### src/rtl/led_pkg.sv
// Purpose: constants and types for the status indicator encoder
// Assumes: 125 MHz system clock, axi4-lite register access
// Notes: flash rates derived from one prescaler
// Behaviour
// - Each port link indicator is lit while its Ethernet link is up and dark otherwise.
// - Group fault, structure mismatch and parameter error share one group-fault pattern on supply and run indicators.
// - Warning limits exceeded or service port enabled flash the fault/maintenance indicator at about 2 Hz.
// - A healthy binary channel keeps fault/maintenance off and its channel indicator follows the signal.
// - Temperature rise, missing load voltage, external supply or communication error flash fault/maintenance as interrupt.
// - During field device startup the fieldbus port indicator flashes and fault/maintenance stays off.
// - Pending cyclic-service alarms show as an interrupt-class state on the affected fieldbus port indicator (the code holds it steadily lit).
package led_pkg;
  localparam int clk_hz = 125_000_000;
  localparam int tick_hz = 8;
  localparam int tick_cycles = clk_hz / tick_hz;
  localparam int nchan = 8;
  localparam int nport = 8;
  // register byte addresses
  localparam logic [7:0] addr_ctrl = 8'h00;
  localparam logic [7:0] addr_chan = 8'h04;
  localparam logic [7:0] addr_port = 8'h08;
  localparam logic [7:0] addr_cond = 8'h0c;
  localparam logic [7:0] addr_stat = 8'h10;
  localparam logic [7:0] addr_mask = 8'h14;
  localparam logic [7:0] addr_leds = 8'h18;
  // ctrl bits
  localparam int ctrl_enable = 0;
  localparam int ctrl_group = 1;
  localparam int ctrl_struct = 2;
  localparam int ctrl_param = 3;
  localparam int ctrl_warn = 4;
  localparam int ctrl_service = 5;
  localparam logic [31:0] ctrl_reset = 32'h0000_0001;
  // status bits
  localparam int st_link1 = 0;
  localparam int st_link2 = 1;
  localparam int st_chan_fault = 2;
  localparam int st_port_alarm = 3;
  localparam int st_maint = 4;
  localparam logic [4:0] mask_reset = 5'h00;
  typedef struct packed {
    logic temp_rise;
    logic no_load_volt;
    logic ext_supply;
    logic comm_err;
  } chan_fault_t;
  typedef struct packed {
    logic run;
    logic fault_maint;
    logic link1;
    logic link2;
  } panel_t;
endpackage

### src/rtl/status_led_encoder.sv
// Purpose: map status conditions onto front-panel indicators
// Assumes: axi4-lite slave, 125 MHz aclk, synchronous active-low reset
// Notes: link and channel inputs are pins and pass two flip-flops
//
// The implementer's own choices: the placing of the registers and the AXI4-Lite interface to the registers.
`timescale 1ns/1ps
module status_led_encoder
  import led_pkg::*;
(
  // clock and reset
  input wire logic aclk,
  input wire logic aresetn,
  // axi4-lite write
  input wire logic [7:0] s_awaddr,
  input wire logic s_awvalid,
  output logic s_awready,
  input wire logic [31:0] s_wdata,
  input wire logic [3:0] s_wstrb,
  input wire logic s_wvalid,
  output logic s_wready,
  output logic [1:0] s_bresp,
  output logic s_bvalid,
  input wire logic s_bready,
  // axi4-lite read
  input wire logic [7:0] s_araddr,
  input wire logic s_arvalid,
  output logic s_arready,
  output logic [31:0] s_rdata,
  output logic [1:0] s_rresp,
  output logic s_rvalid,
  input wire logic s_rready,
  // status pins
  input wire logic [1:0] link_up,
  input wire logic [nchan-1:0] chan_signal,
  // indicators
  output panel_t panel,
  output logic supply_indicator,
  output logic [nchan-1:0] binary_channel_indicator,
  output logic [nport-1:0] fieldbus_port_indicator,
  output logic irq
);
  logic flash_2hz;
  logic flash_1hz;
  flash_gen u_flash (
    .aclk(aclk),
    .aresetn(aresetn),
    .flash_2hz(flash_2hz),
    .flash_1hz(flash_1hz),
    .flash_half_hz()
  );

  // pin synchronisers
  logic [1:0] link_s1_reg;
  logic [1:0] link_reg;
  logic [nchan-1:0] chan_s1_reg;
  logic [nchan-1:0] chan_reg;
  always_ff @(posedge aclk) begin
    if (!aresetn) begin
      link_s1_reg <= 2'h0;
      link_reg <= 2'h0;
      chan_s1_reg <= '0;
      chan_reg <= '0;
    end else begin
      link_s1_reg <= link_up;
      link_reg <= link_s1_reg;
      chan_s1_reg <= chan_signal;
      chan_reg <= chan_s1_reg;
    end
  end

  // software registers
  logic [31:0] ctrl_reg;
  logic [31:0] chan_fault_reg; // 4 bits per channel
  logic [31:0] port_reg; // [7:0] present, [15:8] startup, [23:16] alarm
  logic [4:0] stat_reg;
  logic [4:0] mask_reg;
  logic [4:0] events;

  // axi write path
  logic aw_held_reg;
  logic w_held_reg;
  logic [7:0] awaddr_reg;
  logic [31:0] wdata_reg;
  logic [3:0] wstrb_reg;
  logic wr_fire;
  assign s_awready = !aw_held_reg && !s_bvalid;
  assign s_wready = !w_held_reg && !s_bvalid;
  assign wr_fire = aw_held_reg && w_held_reg && !s_bvalid;
  always_ff @(posedge aclk) begin
    if (!aresetn) begin
      aw_held_reg <= 1'b0;
      w_held_reg <= 1'b0;
      awaddr_reg <= 8'h0;
      wdata_reg <= 32'h0;
      wstrb_reg <= 4'h0;
      s_bvalid <= 1'b0;
      s_bresp <= 2'h0;
    end else begin
      if (s_awvalid && s_awready) begin
        aw_held_reg <= 1'b1;
        awaddr_reg <= s_awaddr;
      end
      if (s_wvalid && s_wready) begin
        w_held_reg <= 1'b1;
        wdata_reg <= s_wdata;
        wstrb_reg <= s_wstrb;
      end
      if (wr_fire) begin
        aw_held_reg <= 1'b0;
        w_held_reg <= 1'b0;
        s_bvalid <= 1'b1;
        s_bresp <= wr_ok(awaddr_reg) ? 2'h0 : 2'h2;
      end else if (s_bvalid && s_bready) begin
        s_bvalid <= 1'b0;
      end
    end
  end

  function automatic logic wr_ok(input logic [7:0] a);
    wr_ok = (a == addr_ctrl) || (a == addr_chan) || (a == addr_port) ||
            (a == addr_cond) || (a == addr_stat) || (a == addr_mask);
  endfunction

  function automatic logic [31:0] merge(input logic [31:0] old, input logic [31:0] d, input logic [3:0] s);
    logic [31:0] r;
    r = old;
    for (int i = 0; i < 4; i++) begin
      if (s[i]) begin
        r[i*8 +: 8] = d[i*8 +: 8];
      end
    end
    merge = r;
  endfunction

  logic wr_ctrl;
  logic wr_chan;
  logic wr_port;
  logic wr_cond;
  logic wr_stat;
  logic wr_mask;
  assign wr_ctrl = wr_fire && awaddr_reg == addr_ctrl;
  assign wr_chan = wr_fire && awaddr_reg == addr_chan;
  assign wr_port = wr_fire && awaddr_reg == addr_port;
  assign wr_cond = wr_fire && awaddr_reg == addr_cond;
  assign wr_stat = wr_fire && awaddr_reg == addr_stat;
  assign wr_mask = wr_fire && awaddr_reg == addr_mask;

  // addr_chan holds force-on bits for the channel signals, ORed with the pins
  logic [31:0] chan_force_reg;
  always_ff @(posedge aclk) begin
    if (!aresetn) begin
      ctrl_reg <= ctrl_reset;
      chan_force_reg <= 32'h0;
      port_reg <= 32'h0;
      chan_fault_reg <= 32'h0;
      mask_reg <= mask_reset;
    end else begin
      if (wr_ctrl) ctrl_reg <= merge(ctrl_reg, wdata_reg, wstrb_reg);
      if (wr_chan) chan_force_reg <= merge(chan_force_reg, wdata_reg, wstrb_reg);
      if (wr_port) port_reg <= merge(port_reg, wdata_reg, wstrb_reg);
      if (wr_cond) chan_fault_reg <= merge(chan_fault_reg, wdata_reg, wstrb_reg);
      if (wr_mask && wstrb_reg[0]) mask_reg <= wdata_reg[4:0];
    end
  end

  // channel view: pin signal, or forced on via the low byte
  logic [nchan-1:0] chan_on;
  assign chan_on = chan_reg | chan_force_reg[nchan-1:0];

  // per-channel and per-port decoding
  logic [nchan-1:0] chan_faulty;
  logic [nport-1:0] port_startup;
  logic [nport-1:0] port_alarm;
  logic [nchan-1:0] chan_led_d;
  logic [nport-1:0] port_led_d;
  genvar g;
  generate
    for (g = 0; g < nchan; g++) begin : g_chan
      chan_fault_t cf;
      assign cf = chan_fault_reg[g*4 +: 4];
      assign chan_faulty[g] = |cf;
      assign chan_led_d[g] = chan_on[g];
      assign port_startup[g] = port_reg[8 + g] && !port_reg[16 + g];
      assign port_alarm[g] = port_reg[16 + g];
      // alarm holds lit, startup flashes, else presence
      assign port_led_d[g] = port_alarm[g] ? 1'b1 :
                             port_startup[g] ? flash_1hz : port_reg[g];
    end
  endgenerate

  logic group_fault;
  logic maint_req;
  assign group_fault = ctrl_reg[ctrl_group] | ctrl_reg[ctrl_struct] | ctrl_reg[ctrl_param];
  assign maint_req = ctrl_reg[ctrl_warn] | ctrl_reg[ctrl_service];

  // fault/maintenance priority: interrupt classes, then maintenance, else off
  logic fm_d;
  always_comb begin
    if (|chan_faulty || |port_alarm) begin
      fm_d = flash_2hz;
    end else if (maint_req) begin
      fm_d = flash_2hz;
    end else begin
      fm_d = 1'b0;
    end
  end

  // registered indicator outputs
  always_ff @(posedge aclk) begin
    if (!aresetn) begin
      panel <= '0;
      supply_indicator <= 1'b0;
      binary_channel_indicator <= '0;
      fieldbus_port_indicator <= '0;
    end else if (!ctrl_reg[ctrl_enable]) begin
      panel <= '0;
      supply_indicator <= 1'b0;
      binary_channel_indicator <= '0;
      fieldbus_port_indicator <= '0;
    end else begin
      panel.link1 <= link_reg[0];
      panel.link2 <= link_reg[1];
      panel.fault_maint <= fm_d;
      // shared group-fault pattern on supply and run
      panel.run <= group_fault ? flash_2hz : 1'b1;
      supply_indicator <= group_fault ? flash_2hz : 1'b1;
      binary_channel_indicator <= chan_led_d;
      fieldbus_port_indicator <= port_led_d;
    end
  end

  // sticky events, set wins over write-one-clear
  logic [1:0] link_prev_reg;
  always_ff @(posedge aclk) begin
    if (!aresetn) link_prev_reg <= 2'h0;
    else link_prev_reg <= link_reg;
  end
  assign events = {maint_req, |port_alarm, |chan_faulty, link_reg ^ link_prev_reg};
  always_ff @(posedge aclk) begin
    if (!aresetn) begin
      stat_reg <= 5'h0;
    end else begin
      stat_reg <= (stat_reg & ~((wr_stat && wstrb_reg[0]) ? wdata_reg[4:0] : 5'h0)) | events;
    end
  end
  assign irq = |(stat_reg & mask_reg);

  // axi read path
  always_ff @(posedge aclk) begin
    if (!aresetn) begin
      s_rvalid <= 1'b0;
      s_rdata <= 32'h0;
      s_rresp <= 2'h0;
    end else if (s_arvalid && s_arready) begin
      s_rvalid <= 1'b1;
      s_rresp <= 2'h0;
      case (s_araddr)
        addr_ctrl: s_rdata <= ctrl_reg;
        addr_chan: s_rdata <= chan_force_reg;
        addr_port: s_rdata <= port_reg;
        addr_cond: s_rdata <= chan_fault_reg;
        addr_stat: s_rdata <= {27'h0, stat_reg};
        addr_mask: s_rdata <= {27'h0, mask_reg};
        addr_leds: s_rdata <= {8'h0, fieldbus_port_indicator, binary_channel_indicator, 3'h0,
                               supply_indicator, panel};
        default: begin
          s_rdata <= 32'h0;
          s_rresp <= 2'h2;
        end
      endcase
    end else if (s_rvalid && s_rready) begin
      s_rvalid <= 1'b0;
    end
  end
  assign s_arready = !s_rvalid;
endmodule

### src/rtl/flash_gen.sv
// Purpose: free-running flash pattern generator
// Assumes: single clock, synchronous active-low reset
// Notes: outputs 2 Hz, 1 Hz and 0.5 Hz square waves
`timescale 1ns/1ps
module flash_gen
  import led_pkg::*;
(
  // clock and reset
  input wire logic aclk,
  input wire logic aresetn,
  // patterns
  output logic flash_2hz,
  output logic flash_1hz,
  output logic flash_half_hz
);
  logic [31:0] pre_reg;
  logic [3:0] div_reg;
  logic tick;
  assign tick = (pre_reg == 32'(tick_cycles - 1));
  always_ff @(posedge aclk) begin
    if (!aresetn) begin
      pre_reg <= 32'h0;
      div_reg <= 4'h0;
    end else begin
      pre_reg <= tick ? 32'h0 : pre_reg + 32'h1;
      if (tick) begin
        div_reg <= div_reg + 4'h1;
      end
    end
  end
  assign flash_2hz = div_reg[1];
  assign flash_1hz = div_reg[2];
  assign flash_half_hz = div_reg[3];
endmodule

### config.mk
export PLATFORM = sky130hd
export DESIGN_NAME = status_led_encoder
export DESIGN_NICKNAME = d
export VERILOG_FILES = /design/src/rtl/led_pkg.sv /design/src/rtl/status_led_encoder.sv /design/src/rtl/flash_gen.sv
export SDC_FILE = /design/constraint.sdc
export NUM_CORES = 1
export LEC_CHECK = 0
export BUFFER_PORTS_ARGS = -buffer_cell sky130_fd_sc_hd__buf_2
export CAP_MARGIN = 20
export CORE_ASPECT_RATIO = 0.7
export CORE_MARGIN = 2
export CORE_UTILIZATION = 45
export CTS_BUF_LIST = sky130_fd_sc_hd__clkbuf_4 sky130_fd_sc_hd__clkbuf_8 sky130_fd_sc_hd__clkbuf_16
export CTS_CLUSTER_DIAMETER = 150
export DETAILED_ROUTE_END_ITERATION = 6
export PLACE_DENSITY = 0.7
export SLEW_MARGIN = 20
export SYNTH_ARGS = -nofsm -noshare
export SYNTH_HDL_FRONTEND = slang
export SYNTH_SLANG_ARGS = --single-unit
### constraint.sdc
create_clock -name aclk -period 2.8 [get_ports aclk]
set_input_delay 0.42 -clock aclk [delete_from_list [all_inputs] [get_ports aclk]]
set_output_delay 0.42 -clock aclk [all_outputs]
set_load 0.02 [all_outputs]
==> results of run 1 <==
## per-stage QoR
stage / total power, mW / hold slack (ps)
2_1_floorplan: 4.804 / 411.4
3_3_place_gp: 4.983 / 416.2
3_5_place_dp: 4.996 / 421.2
4_1_cts: 9.404 / 50.44
5_1_grt: 9.639 / 69.09
6_report: 9.342 / 66.43
## final cells by class
type	count	share of cell area
Clock buffer	35	0.05454
Clock inverter	17	0.02032
Inverter	10	0.002915
Multi-Input combinational cell	891	0.4195
Sequential cell	297	0.4076
Tap cell	364	0.03121
Timing Repair Buffer	164	0.06397
## per-layer routing
metal / part of all wire / GRT usage / vias up
met5: 0.00038 / 0 / -
met4: 0.027 / 0.06262 / 2
met3: 0.074 / 0.04587 / 70
met2: 0.41 / 0.3376 / 343
met1: 0.49 / 0.3522 / 4754
li1: - / - / 4794
## how the worst min path moves through the flow
stage,from,endpoint,cells after the start
after floorplan,chan_reg[0],binary_channel_indicator[0],2
after global placement,link_s1_reg[1],link_reg[1],1
after detailed placement,link_s1_reg[0],link_reg[0],1
after CTS,chan_signal[4],chan_s1_reg[4],2
after global routing,chan_signal[0],chan_s1_reg[0],2
final,chan_signal[4],chan_s1_reg[4],2
## layout by cell type, fill, tap and decap left out, types with 11 or more instances in the layout
cell       count
a21oi_1       62
a221o_1       18
a22o_1        27
a22oi_1       15
and2_1        26
buf_2        129
buf_4         33
clkbuf_16     29
dfxtp_1      296
mux2_2        20
mux2i_1      163
nand2_1      122
nand3_1       19
nand4_1       16
nor2_1       189
nor2b_1       11
nor4_1        15
nor4_4        16
o21ai_0       25
o2bb2ai_1     17
o31ai_1       11
or4_1         14
## worst max-delay path, delay by kind of cell, from the launching register on
family,cells,cell delay [ps]
AND/OR/NAND/NOR,3,1380
buffers and inverters,1,320
flip-flops,1,340
AO/OA/AOI/OAI,1,160
## where the power goes
part	internal, mW	leakage [nW]	switching (mW)	total (mW)
Combinational	0.165	2.47	0.318	0.483
Clock	2.75	0.533	1.68	4.44
Sequential	4.30	2.41	0.123	4.42
Total	7.22	5.41	2.12	9.34
## kinds of logic (layout without fill, tap and decap cells)
group,count (synthesis),count (layout),synth area share
AO/OA/AOI/OAI,195,195,0.1102
AND/OR/NAND/NOR,490,490,0.2131
other,1,2,0.0003014
adder cells (fa/ha/maj),2,2,0.002011
buffers and inverters,91,226,0.03158
multiplexers,185,185,0.1529
flip-flops,297,297,0.4779
XOR/XNOR,17,17,0.01197
==> flow_summary_export.csv, run 1 <==
group,metric,value,unit
job,cap_violations,0,
critical_path,cp-startpoint,"u_flash.pre_reg[29]",
critical_path,crit_chain,"or4b_2 > or4_1 > o21ai_4 > buf_4 > nor2_1",
clock_network,cts.sinks,297,
finish,seq_area,5947,um^2
sta,period_minus_slack,2325,ps
critical_path,crit_required,3230,ps
critical_path,r2r_cells,5,
finish,antenna_cells,0,
floorplanning,dieArea,29010,um^2
sta,rsz0062_at_grt,"false",
synthesis,ys.flop_type,"dfxtp_1",
finish,fillCellCount,2390,
clock_network,numCtsBuffers,28,
floorplanning,ios,132,
critical_path,cpMaxStageDelayCell,"or4b_2",
place,place_hpwl,23.44,mm
synthesis,seq_area_frac_synth,0.4779,
synthesis,synth_seq_cells,297,
critical_path,critPathMaxStageDelay,680,ps
global_routing,grt_pass1_wl,53.48,mm
synthesis,synth_edf_count,0,
sta,tns,0,ps
floorplanning,die_w,202.7,um
finish,fin_nets,1463,
critical_path,critPathCaptureType,"flop",
sta,relSlewSlack,0.4004,
synthesis,yosysUniqueCellTypes,60,
clock_network,cts_tree,"built",
power,leakage,5.407,nW
global_routing,track_usage,0.2339,
route,avgViaCountPerCell,5.603,
place,dp_slack,481.6,ps
route,drtIter0Drc,972,
synthesis,mappedNetlistArea,12440,um^2
place,globalplace.congestion,0.8932,
place,dpl_cell_area,13500,um^2
critical_path,regToRegSetupSlack,470,ps
synthesis,synth_common_cells,"dfxtp_1 (297), nor2_1 (190), mux2i_1 (163)",
critical_path,worstPathArrival,2760,ps
clock_network,cts_setup_buffers,0,
clock_network,clk_pin_slew_worst_paths,60,ps
clock_network,htreeDepth,1,
synthesis,syn_inst,1278,
floorplanning,core_region_area,26960,um^2
critical_path,crit_end,"u_flash.pre_reg[12]",
critical_path,cp-start-kind,"flop",
sta,hold_violations,0,
sta,skew,12.81,ps
run_status,outcome,"completed",
route,route.final.wire_length,34.18,mm
finish,multi_input_area,6121,um^2
power,power_density,640.2,nW/um^2
synthesis,synth_top_cell_area_share,0.4779,
finish,syn2layout_area_growth,17.29,%
clock_network,clk_latency,560,ps
synthesis,ys_top_cells_by_area,"dfxtp_1 (48%), mux2i_1 (13%), nor2_1 (5.7%), nand2_1 (3.7%), nor4_4 (2.7%)",
clock_network,cts_resized,0,
power,peakVddDrop,436.4,uV
synthesis,yosysWarnings,0,
route,firstDrtPassIters,5,
global_routing,grt_max_degree,182,
route,drc,0,
critical_path,worstPathMaxFanout,28,
sta,slew_viol_final,0,
finish,final_cell_area,14590,um^2
floorplanning,die_y,143.1,um
clock_network,clockRootBuffer,"clkbuf_16",
synthesis,yosysMostFrequentCell,"dfxtp_1",
route,antenna_left,0,
floorplanning,start_util,0.4614,
place,port_buffers,129,
floorplanning,rows,50,
sta,worst_pin_slew,899.5,ps
finish,drive_above_1_share,0.1931,
critical_path,crit_type,"reg -> reg",
critical_path,r2r_end,"u_flash.pre_reg[12]",
sta,fin_crit_sh,0.8305,
min_path,min_path_type,"in -> reg",
synthesis,synth_largest_area_cell,"dfxtp_1",
clock_network,cts_buffer_depth,3,
finish,layoutNonFillerInstCount,1778,
clock_network,hold_buffers,0,
global_routing,grt_pass1_vias,9510,
route,wire_per_inst,19.22,um
synthesis,avgSynthCellArea,9.734,um^2
critical_path,r2r-start,"u_flash.pre_reg[29]",
sta,fmax,0.4300,GHz
synthesis,synth_async_sr_flop_share,0,
place,placedCellCount,1726,
sta,setup_viol,0,
sta,setup_slack,474.7,ps
finish,final_util,0.5412,
route,vias,9963,
global_routing,grt-ovfl-total,0,
global_routing,antenna_found_initial,1,
Power figures use the tool's default switching activity.
==> run 2, diff against run 1 <==
--- a/config.mk
+++ b/config.mk
@@ -5,6 +5,7 @@
 export SDC_FILE = /design/constraint.sdc
 export NUM_CORES = 1
 export LEC_CHECK = 0
+export ABC_AREA = 1
 export BUFFER_PORTS_ARGS = -buffer_cell sky130_fd_sc_hd__buf_2
 export CAP_MARGIN = 20
 export CORE_ASPECT_RATIO = 0.7
==> constraint.sdc (replaced) <==
create_clock -name aclk -period 2.25 [get_ports aclk]
set_input_delay 0.3375 -clock aclk [delete_from_list [all_inputs] [get_ports aclk]]
set_output_delay 0.3375 -clock aclk [all_outputs]
set_load 0.02 [all_outputs]
==> run 2 against run 1 <==
Utilization up 0.35 points. Hold slack worse by 43 ps. Highest routed layer is now met4. Cell count increased by 26%. Register-to-register slack lost 150 ps. Synthesized cell count grew 35%. Maximum frequency rose by 21%. Clock-buffer cell count grew 5.
==> flow_summary_export.csv, run 2 <==
group,metric,value,unit
route,avgViaCountPerCell,5.336,
synthesis,synth_edf_count,0,
synthesis,seq_area_frac_synth,0.4769,
synthesis,synth_top_cell_area_share,0.4769,
floorplanning,core_region_area,26960,um^2
synthesis,synth_async_sr_flop_share,0,
critical_path,regToRegSetupSlack,320,ps
synthesis,ys_top_cells_by_area,"dfxtp_1 (48%), a21oi_1 (8.6%), o21ai_0 (8.2%), nand2_1 (8.1%), nand3_1 (6.0%)",
min_path,min_delay_path_depth,3,
synthesis,ys.flop_type,"dfxtp_1",
route,antenna_left,0,
clock_network,htreeDepth,1,
clock_network,clockRootBuffer,"clkbuf_16",
floorplanning,ios,132,
power,power_density,770.0,nW/um^2
synthesis,mappedNetlistArea,12470,um^2
synthesis,synth_xor_area_frac,0.01054,
route,drtIter0Drc,1166,
clock_network,cts.sinks,297,
synthesis,yosysWarnings,0,
critical_path,crit_chain,"nor2_1 > nand3_1 > nor2_4 > nand4_2 > nor2_2 > o21ai_0 > nor2_1",
critical_path,cpMaxStageDelayCell,"nor2_2",
clock_network,cts_resized,0,
synthesis,avgSynthCellArea,7.202,um^2
synthesis,synth_compound_area_frac,0.1763,
sta,relSlewSlack,0.5485,
route,vias,11950,
finish,mostFrequentLayoutCells,"dfxtp_1 (297), nand2_1 (270), a21oi_1 (215)",
critical_path,critPathMaxStageDelay,380,ps
route,drc,0,
synthesis,synthMuxAreaShare,0,
critical_path,crit_cells,7,
critical_path,cp-start-kind,"flop",
synthesis,synth_common_cells,"dfxtp_1 (297), nand2_1 (270), a21oi_1 (215)",
sta,hold_violations,0,
clock_network,numCtsBuffers,29,
floorplanning,dieArea,29070,um^2
finish,syn2layout_area_growth,17.80,%
finish,final_common_cell,"dfxtp_1",
sta,rsz0062_at_grt,"false",
global_routing,track_usage,0.2561,
finish,final_cell_area,14690,um^2
critical_path,crit_end,"port_reg[9]",
synthesis,synth_largest_area_cell,"dfxtp_1",
place,place_hpwl,26.70,mm
critical_path,r2r_cells,7,
sta,setup_slack,320.9,ps
run_status,outcome,"completed",
route,wire_per_inst,16.81,um
route,firstDrtPassIters,5,
job,cap_violations,0,
clock_network,hold_buffers,11,
floorplanning,die_y,143.3,um
sta,timing.hold.ws,23.92,ps
synthesis,synthSimpleGateAreaFrac,0.2454,
critical_path,critPathCaptureType,"flop",
sta,fmax,0.5184,GHz
critical_path,cp-startpoint,"awaddr_reg[7]",
place,port_buffers,129,
synthesis,synth_top_family_by_area,"simple AND/OR/NAND/NOR gates",
synthesis,synth_seq_cells,297,
clock_network,clk_latency,570,ps
clock_network,cts_buffer_depth,3,
global_routing,grt_pass1_vias,10870,
global_routing,grt_pass1_wl,59.03,mm
clock_network,cts_setup_buffers,0,
sta,fin_crit_sh,0.8574,
synthesis,synth_fa_ha_area_frac,0.002007,
critical_path,cp_common_cell,"nor2_1",
floorplanning,die_w,202.9,um
floorplanning,rows,50,
sta,slew_viol_final,0,
power,leakage,5.934,nW
critical_path,path_delay_family,"simple AND/OR/NAND/NOR gates",
global_routing,grt_max_degree,55,
clock_network,cts_tree,"built",
critical_path,crit_required,2740,ps
finish,drive_above_1_share,0.1317,
critical_path,worstPathMaxFanout,8,
global_routing,grt-ovfl-total,0,
critical_path,crit_type,"reg -> reg",
clock_network,clk_pin_slew_worst_paths,60,ps
sta,worst_pin_slew,675.7,ps
critical_path,worstPathArrival,2420,ps
sta,tns,0,ps
place,dpl_cell_area,13580,um^2
min_path,min_path_type,"in -> reg",
sta,setup_viol,0,
place,globalplace.congestion,0.9394,
synthesis,yosysUniqueCellTypes,39,
floorplanning,start_util,0.4624,
sta,period_minus_slack,1929,ps
route,route.final.wire_length,37.65,mm
synthesis,syn_inst,1731,
finish,fillCellCount,2668,
finish,fin_nets,1927,
critical_path,cp.buffers_inverters,0,
sta,skew,16.87,ps
synthesis,yosysMostFrequentCell,"dfxtp_1",
finish,antenna_cells,0,
place,dp_slack,399.1,ps
critical_path,r2r_end,"port_reg[9]",
critical_path,r2r-start,"awaddr_reg[7]",
power,peakVddDrop,520.1,uV
global_routing,antenna_found_initial,0,
run 2: cell types whose count changed after synthesis, moves of 131 or more:
cell / change
mux2i_1: -163
a21oi_1: +153
nand3_1: +131
inv_1: +175
nand2_1: +148
o21ai_0: +179
run 2: power breakdown:
group	total (mW)	internal, mW	switching [mW]	leakage [nW]
Combinational	0.701	0.230	0.471	3.03
Sequential	5.52	5.38	0.140	2.41
Clock	5.09	3.04	2.05	0.495
run 2: cell families after synthesis:
group / after synthesis
other: 1
flip-flops: 297
AND/OR/NAND/NOR: 703
AO/OA/AOI/OAI: 435
adder cells (fa/ha/maj): 2
buffers and inverters: 278
XOR/XNOR: 15
run 2: how the worst min path moves through the flow:
stage | startpoint | endpoint | slack [ps]
after global routing | s_awaddr[1] | awaddr_reg[1] | 30
after CTS | s_awaddr[1] | awaddr_reg[1] | 20
after global placement | link_s1_reg[1] | link_reg[1] | 390
after detailed placement | link_s1_reg[0] | link_reg[0] | 400
after floorplan | chan_s1_reg[0] | chan_reg[0] | 390
final | s_awaddr[6] | awaddr_reg[6] | 20
run 2: metal layers:
layer	GRT usage	share of wire	vias up	routed length, um
met5	0	0	-	0
met1	0.3850	0.47	5499	17830
li1	-	-	5953	-
met4	0.05148	0.016	0	604
met3	0.04747	0.091	44	3433
met2	0.3809	0.42	457	15780
run 2: final cells by class:
type / count / area [um^2] / share of cell area
sequential: 297 / 5946 / 0.4048
multi-input combinational: 1157 / 5426 / 0.3695
timing repair buffer: 183 / 1156 / 0.07872
clock buffer: 40 / 833.3 / 0.05674
inverter: 188 / 705.7 / 0.04805
tap: 364 / 455.4 / 0.03101
clock inverter: 11 / 163.9 / 0.01116
run 2: through the flow:
| stage | util | std cells | power [mW] |
|---|---|---|---|
| 3_3_place_gp | 0.5036 | 2178 | 6.291 |
| 4_1_cts | 0.5447 | 2240 | 11.37 |
| 5_1_grt | 0.5447 | 2240 | 11.67 |
| 3_5_place_dp | 0.5036 | 2178 | 6.306 |
| 6_report | 0.5447 | 2240 | 11.31 |
| 2_1_floorplan | - | 1732 | 6.005 |
run 2: tightest hold or removal path, stage by stage:
cell     delay (ps)
buf_2            70
o21ai_0          70
nor2_1           80
==> run 3, diff against run 2 <==
--- a/config.mk
+++ b/config.mk
@@ -14,7 +14,7 @@
 export CTS_BUF_LIST = sky130_fd_sc_hd__clkbuf_4 sky130_fd_sc_hd__clkbuf_8 sky130_fd_sc_hd__clkbuf_16
 export CTS_CLUSTER_DIAMETER = 150
 export DETAILED_ROUTE_END_ITERATION = 6
-export PLACE_DENSITY = 0.7
+export PLACE_DENSITY = 0.72
 export SLEW_MARGIN = 20
 export SYNTH_ARGS = -nofsm -noshare
 export SYNTH_HDL_FRONTEND = slang
==> constraint.sdc (replaced) <==
create_clock -name aclk -period 1.6 [get_ports aclk]
set_input_delay 0.24 -clock aclk [delete_from_list [all_inputs] [get_ports aclk]]
set_output_delay 0.24 -clock aclk [all_outputs]
set_load 0.02 [all_outputs]
==> run 3 against run 2 <==
The run now ends with negative setup slack left. Sequential cell count unchanged. Clock power up 52%. Hold slack worse by 21 ps. Utilization up 5.6 points. Critical path depth down 2. Cell count up 5.4%. Worst setup slack worse by 370 ps. Sequential power up 41%. Register-to-register slack worse by 300 ps. Global-route usage up 0.67 points. Non-clock buffer count up 121. First-iteration DRC count down 2.8%. Critical endpoint is now irq. Largest cell class unchanged.
==> flow_summary_export.csv, run 3 (synthesis gave the netlist of run 2 again) <==
group,metric,value,unit
finish,syn2layout_area_growth,29.95,%
floorplanning,die_y,143.3,um
critical_path,worstPathMaxFanout,2,
sta,setup_viol,1,
finish,multi_input_area,5649,um^2
job,cap_violations,0,
critical_path,worstPathArrival,1410,ps
clock_network,htreeDepth,1,
sta,setup_slack,-49.43,ps
critical_path,cp-start-kind,"flop",
sta,rsz0062_at_grt,"true",
critical_path,path_delay_family,"flip-flops",
critical_path,critPathCaptureType,"primary output",
finish,seq_area,5963,um^2
route,drtIter0Drc,1133,
place,port_buffers,129,
clock_network,clk_pin_slew_worst_paths,60,ps
power,leakage,6.653,nW
sta,fin_crit_sh,1.031,
route,avgViaCountPerCell,5.372,
finish,fillCellCount,2412,
place,place_hpwl,27.62,mm
critical_path,critPathMaxStageDelay,330,ps
critical_path,crit_chain,"nand2_1 > nand2_1 > a221oi_2 > nand2_1 > buf_6",
route,firstDrtPassIters,5,
sta,period_minus_slack,1649,ps
clock_network,cts.sinks,297,
finish,antenna_cells,0,
finish,layoutNonFillerInstCount,2362,
floorplanning,die_w,202.9,um
clock_network,cts_tree,"built",
power,power_density,1035,nW/um^2
finish,final_common_cell,"dfxtp_1",
finish,final_util,0.6008,
clock_network,clockRootBuffer,"clkbuf_16",
floorplanning,ios,132,
critical_path,crit_type,"reg -> out",
power,peakVddDrop,827.0,uV
sta,hold_violations,0,
critical_path,cp_common_cell,"nand2_1",
global_routing,grt_max_degree,57,
route,drc,0,
place,placedCellCount,2241,
route,wire_per_inst,16.71,um
route,antenna_left,0,
global_routing,track_usage,0.2628,
global_routing,grt-ovfl-total,0,
sta,slew_viol_final,0,
floorplanning,core_region_area,26960,um^2
finish,drive_above_1_share,0.1932,
finish,mostFrequentLayoutCells,"dfxtp_1 (283), nand2_1 (264), a21oi_1 (214)",
floorplanning,start_util,0.4624,
min_path,min_path_type,"in -> reg",
clock_network,clk_latency,560,ps
run_status,violations,"negative setup slack",
floorplanning,rows,50,
sta,fmax,0.6063,GHz
critical_path,cp.buffers_inverters,1,
critical_path,cpMaxStageDelayCell,"dfxtp_2",
global_routing,antenna_found_initial,0,
global_routing,grt_pass1_vias,11260,
global_routing,grt_pass1_wl,60.40,mm
finish,fin_nets,2047,
sta,skew,13.07,ps
run_status,outcome,"complete, but fails checks",
clock_network,numCtsBuffers,28,
route,route.final.wire_length,39.48,mm
floorplanning,dieArea,29070,um^2
clock_network,cts_buffer_depth,3,
place,globalplace.congestion,0.9171,
route,vias,12690,
critical_path,crit_required,1360,ps
==> run 3: path summary, 6_finish.rpt <==
check / start / endpoint / slack [ps] / depth (start not counted)
setup / recovery: mask_reg[0] / irq / -50 / 5
hold / removal: s_wstrb[3] / wstrb_reg[3] / 2 / 3
setup reg to reg: awaddr_reg[0] / chan_fault_reg[12] / 20 / 7
hold reg to reg: chan_s1_reg[5] / chan_reg[5] / 420 / 2
==> run 3: worst reg2reg max path: stages (launching register included) <==
cell and delay, ps:
dfxtp_1 310, or2_4 280, nor2_4 160, buf_4 170, nand3_1 110, buf_6 190, o21ai_0 180, a21oi_1 60
==> run 3: layout make-up <==
| cell class | count | area share |
|---|---|---|
| sequential | 297 | 0.3681 |
| multi-input combinational | 1157 | 0.3487 |
| timing repair buffer | 304 | 0.1444 |
| clock buffer | 39 | 0.05213 |
| inverter | 188 | 0.04356 |
| tap | 364 | 0.02811 |
| clock inverter | 13 | 0.01498 |
==> run 3: per-stage QoR <==
step	setup slack (ps)	setup TNS (ps)	hold WS, ps	power, mW	cell area, um^2
2_1_floorplan	39.92	0	337.6	8.444	12470
3_3_place_gp	-31.39	-175.1	393.7	8.918	14110
3_5_place_dp	-53.52	-1404	399.2	8.944	14110
4_1_cts	-40.32	-149.6	7.075	16.75	15910
5_1_grt	-125.5	-305.5	19.74	17.27	16200
6_report	-49.43	-49.43	2.417	16.77	16200
==> run 3: repair_timing <==
action                     CTS  global route
hold endpoints to repair    52             0
buffers inserted            10             3
hold buffers                52             0
setup endpoints to repair   36           183
pin swaps                    6            10
resized for setup           24            76
gates cloned                 1             3
==> run 3: where the power goes <==
group          internal [mW]  switching (mW)
Combinational          0.531           0.736
Sequential              7.56           0.213
Clock                   4.80            2.92
Total                   12.9            3.87
==> run 3: layer usage <==
layer | wire (um) | global-route usage
met3 | 4051 | 0.04701
met4 | 778 | 0.06032
met2 | 16550 | 0.3937
met1 | 18100 | 0.3911
met5 | 0 | 0
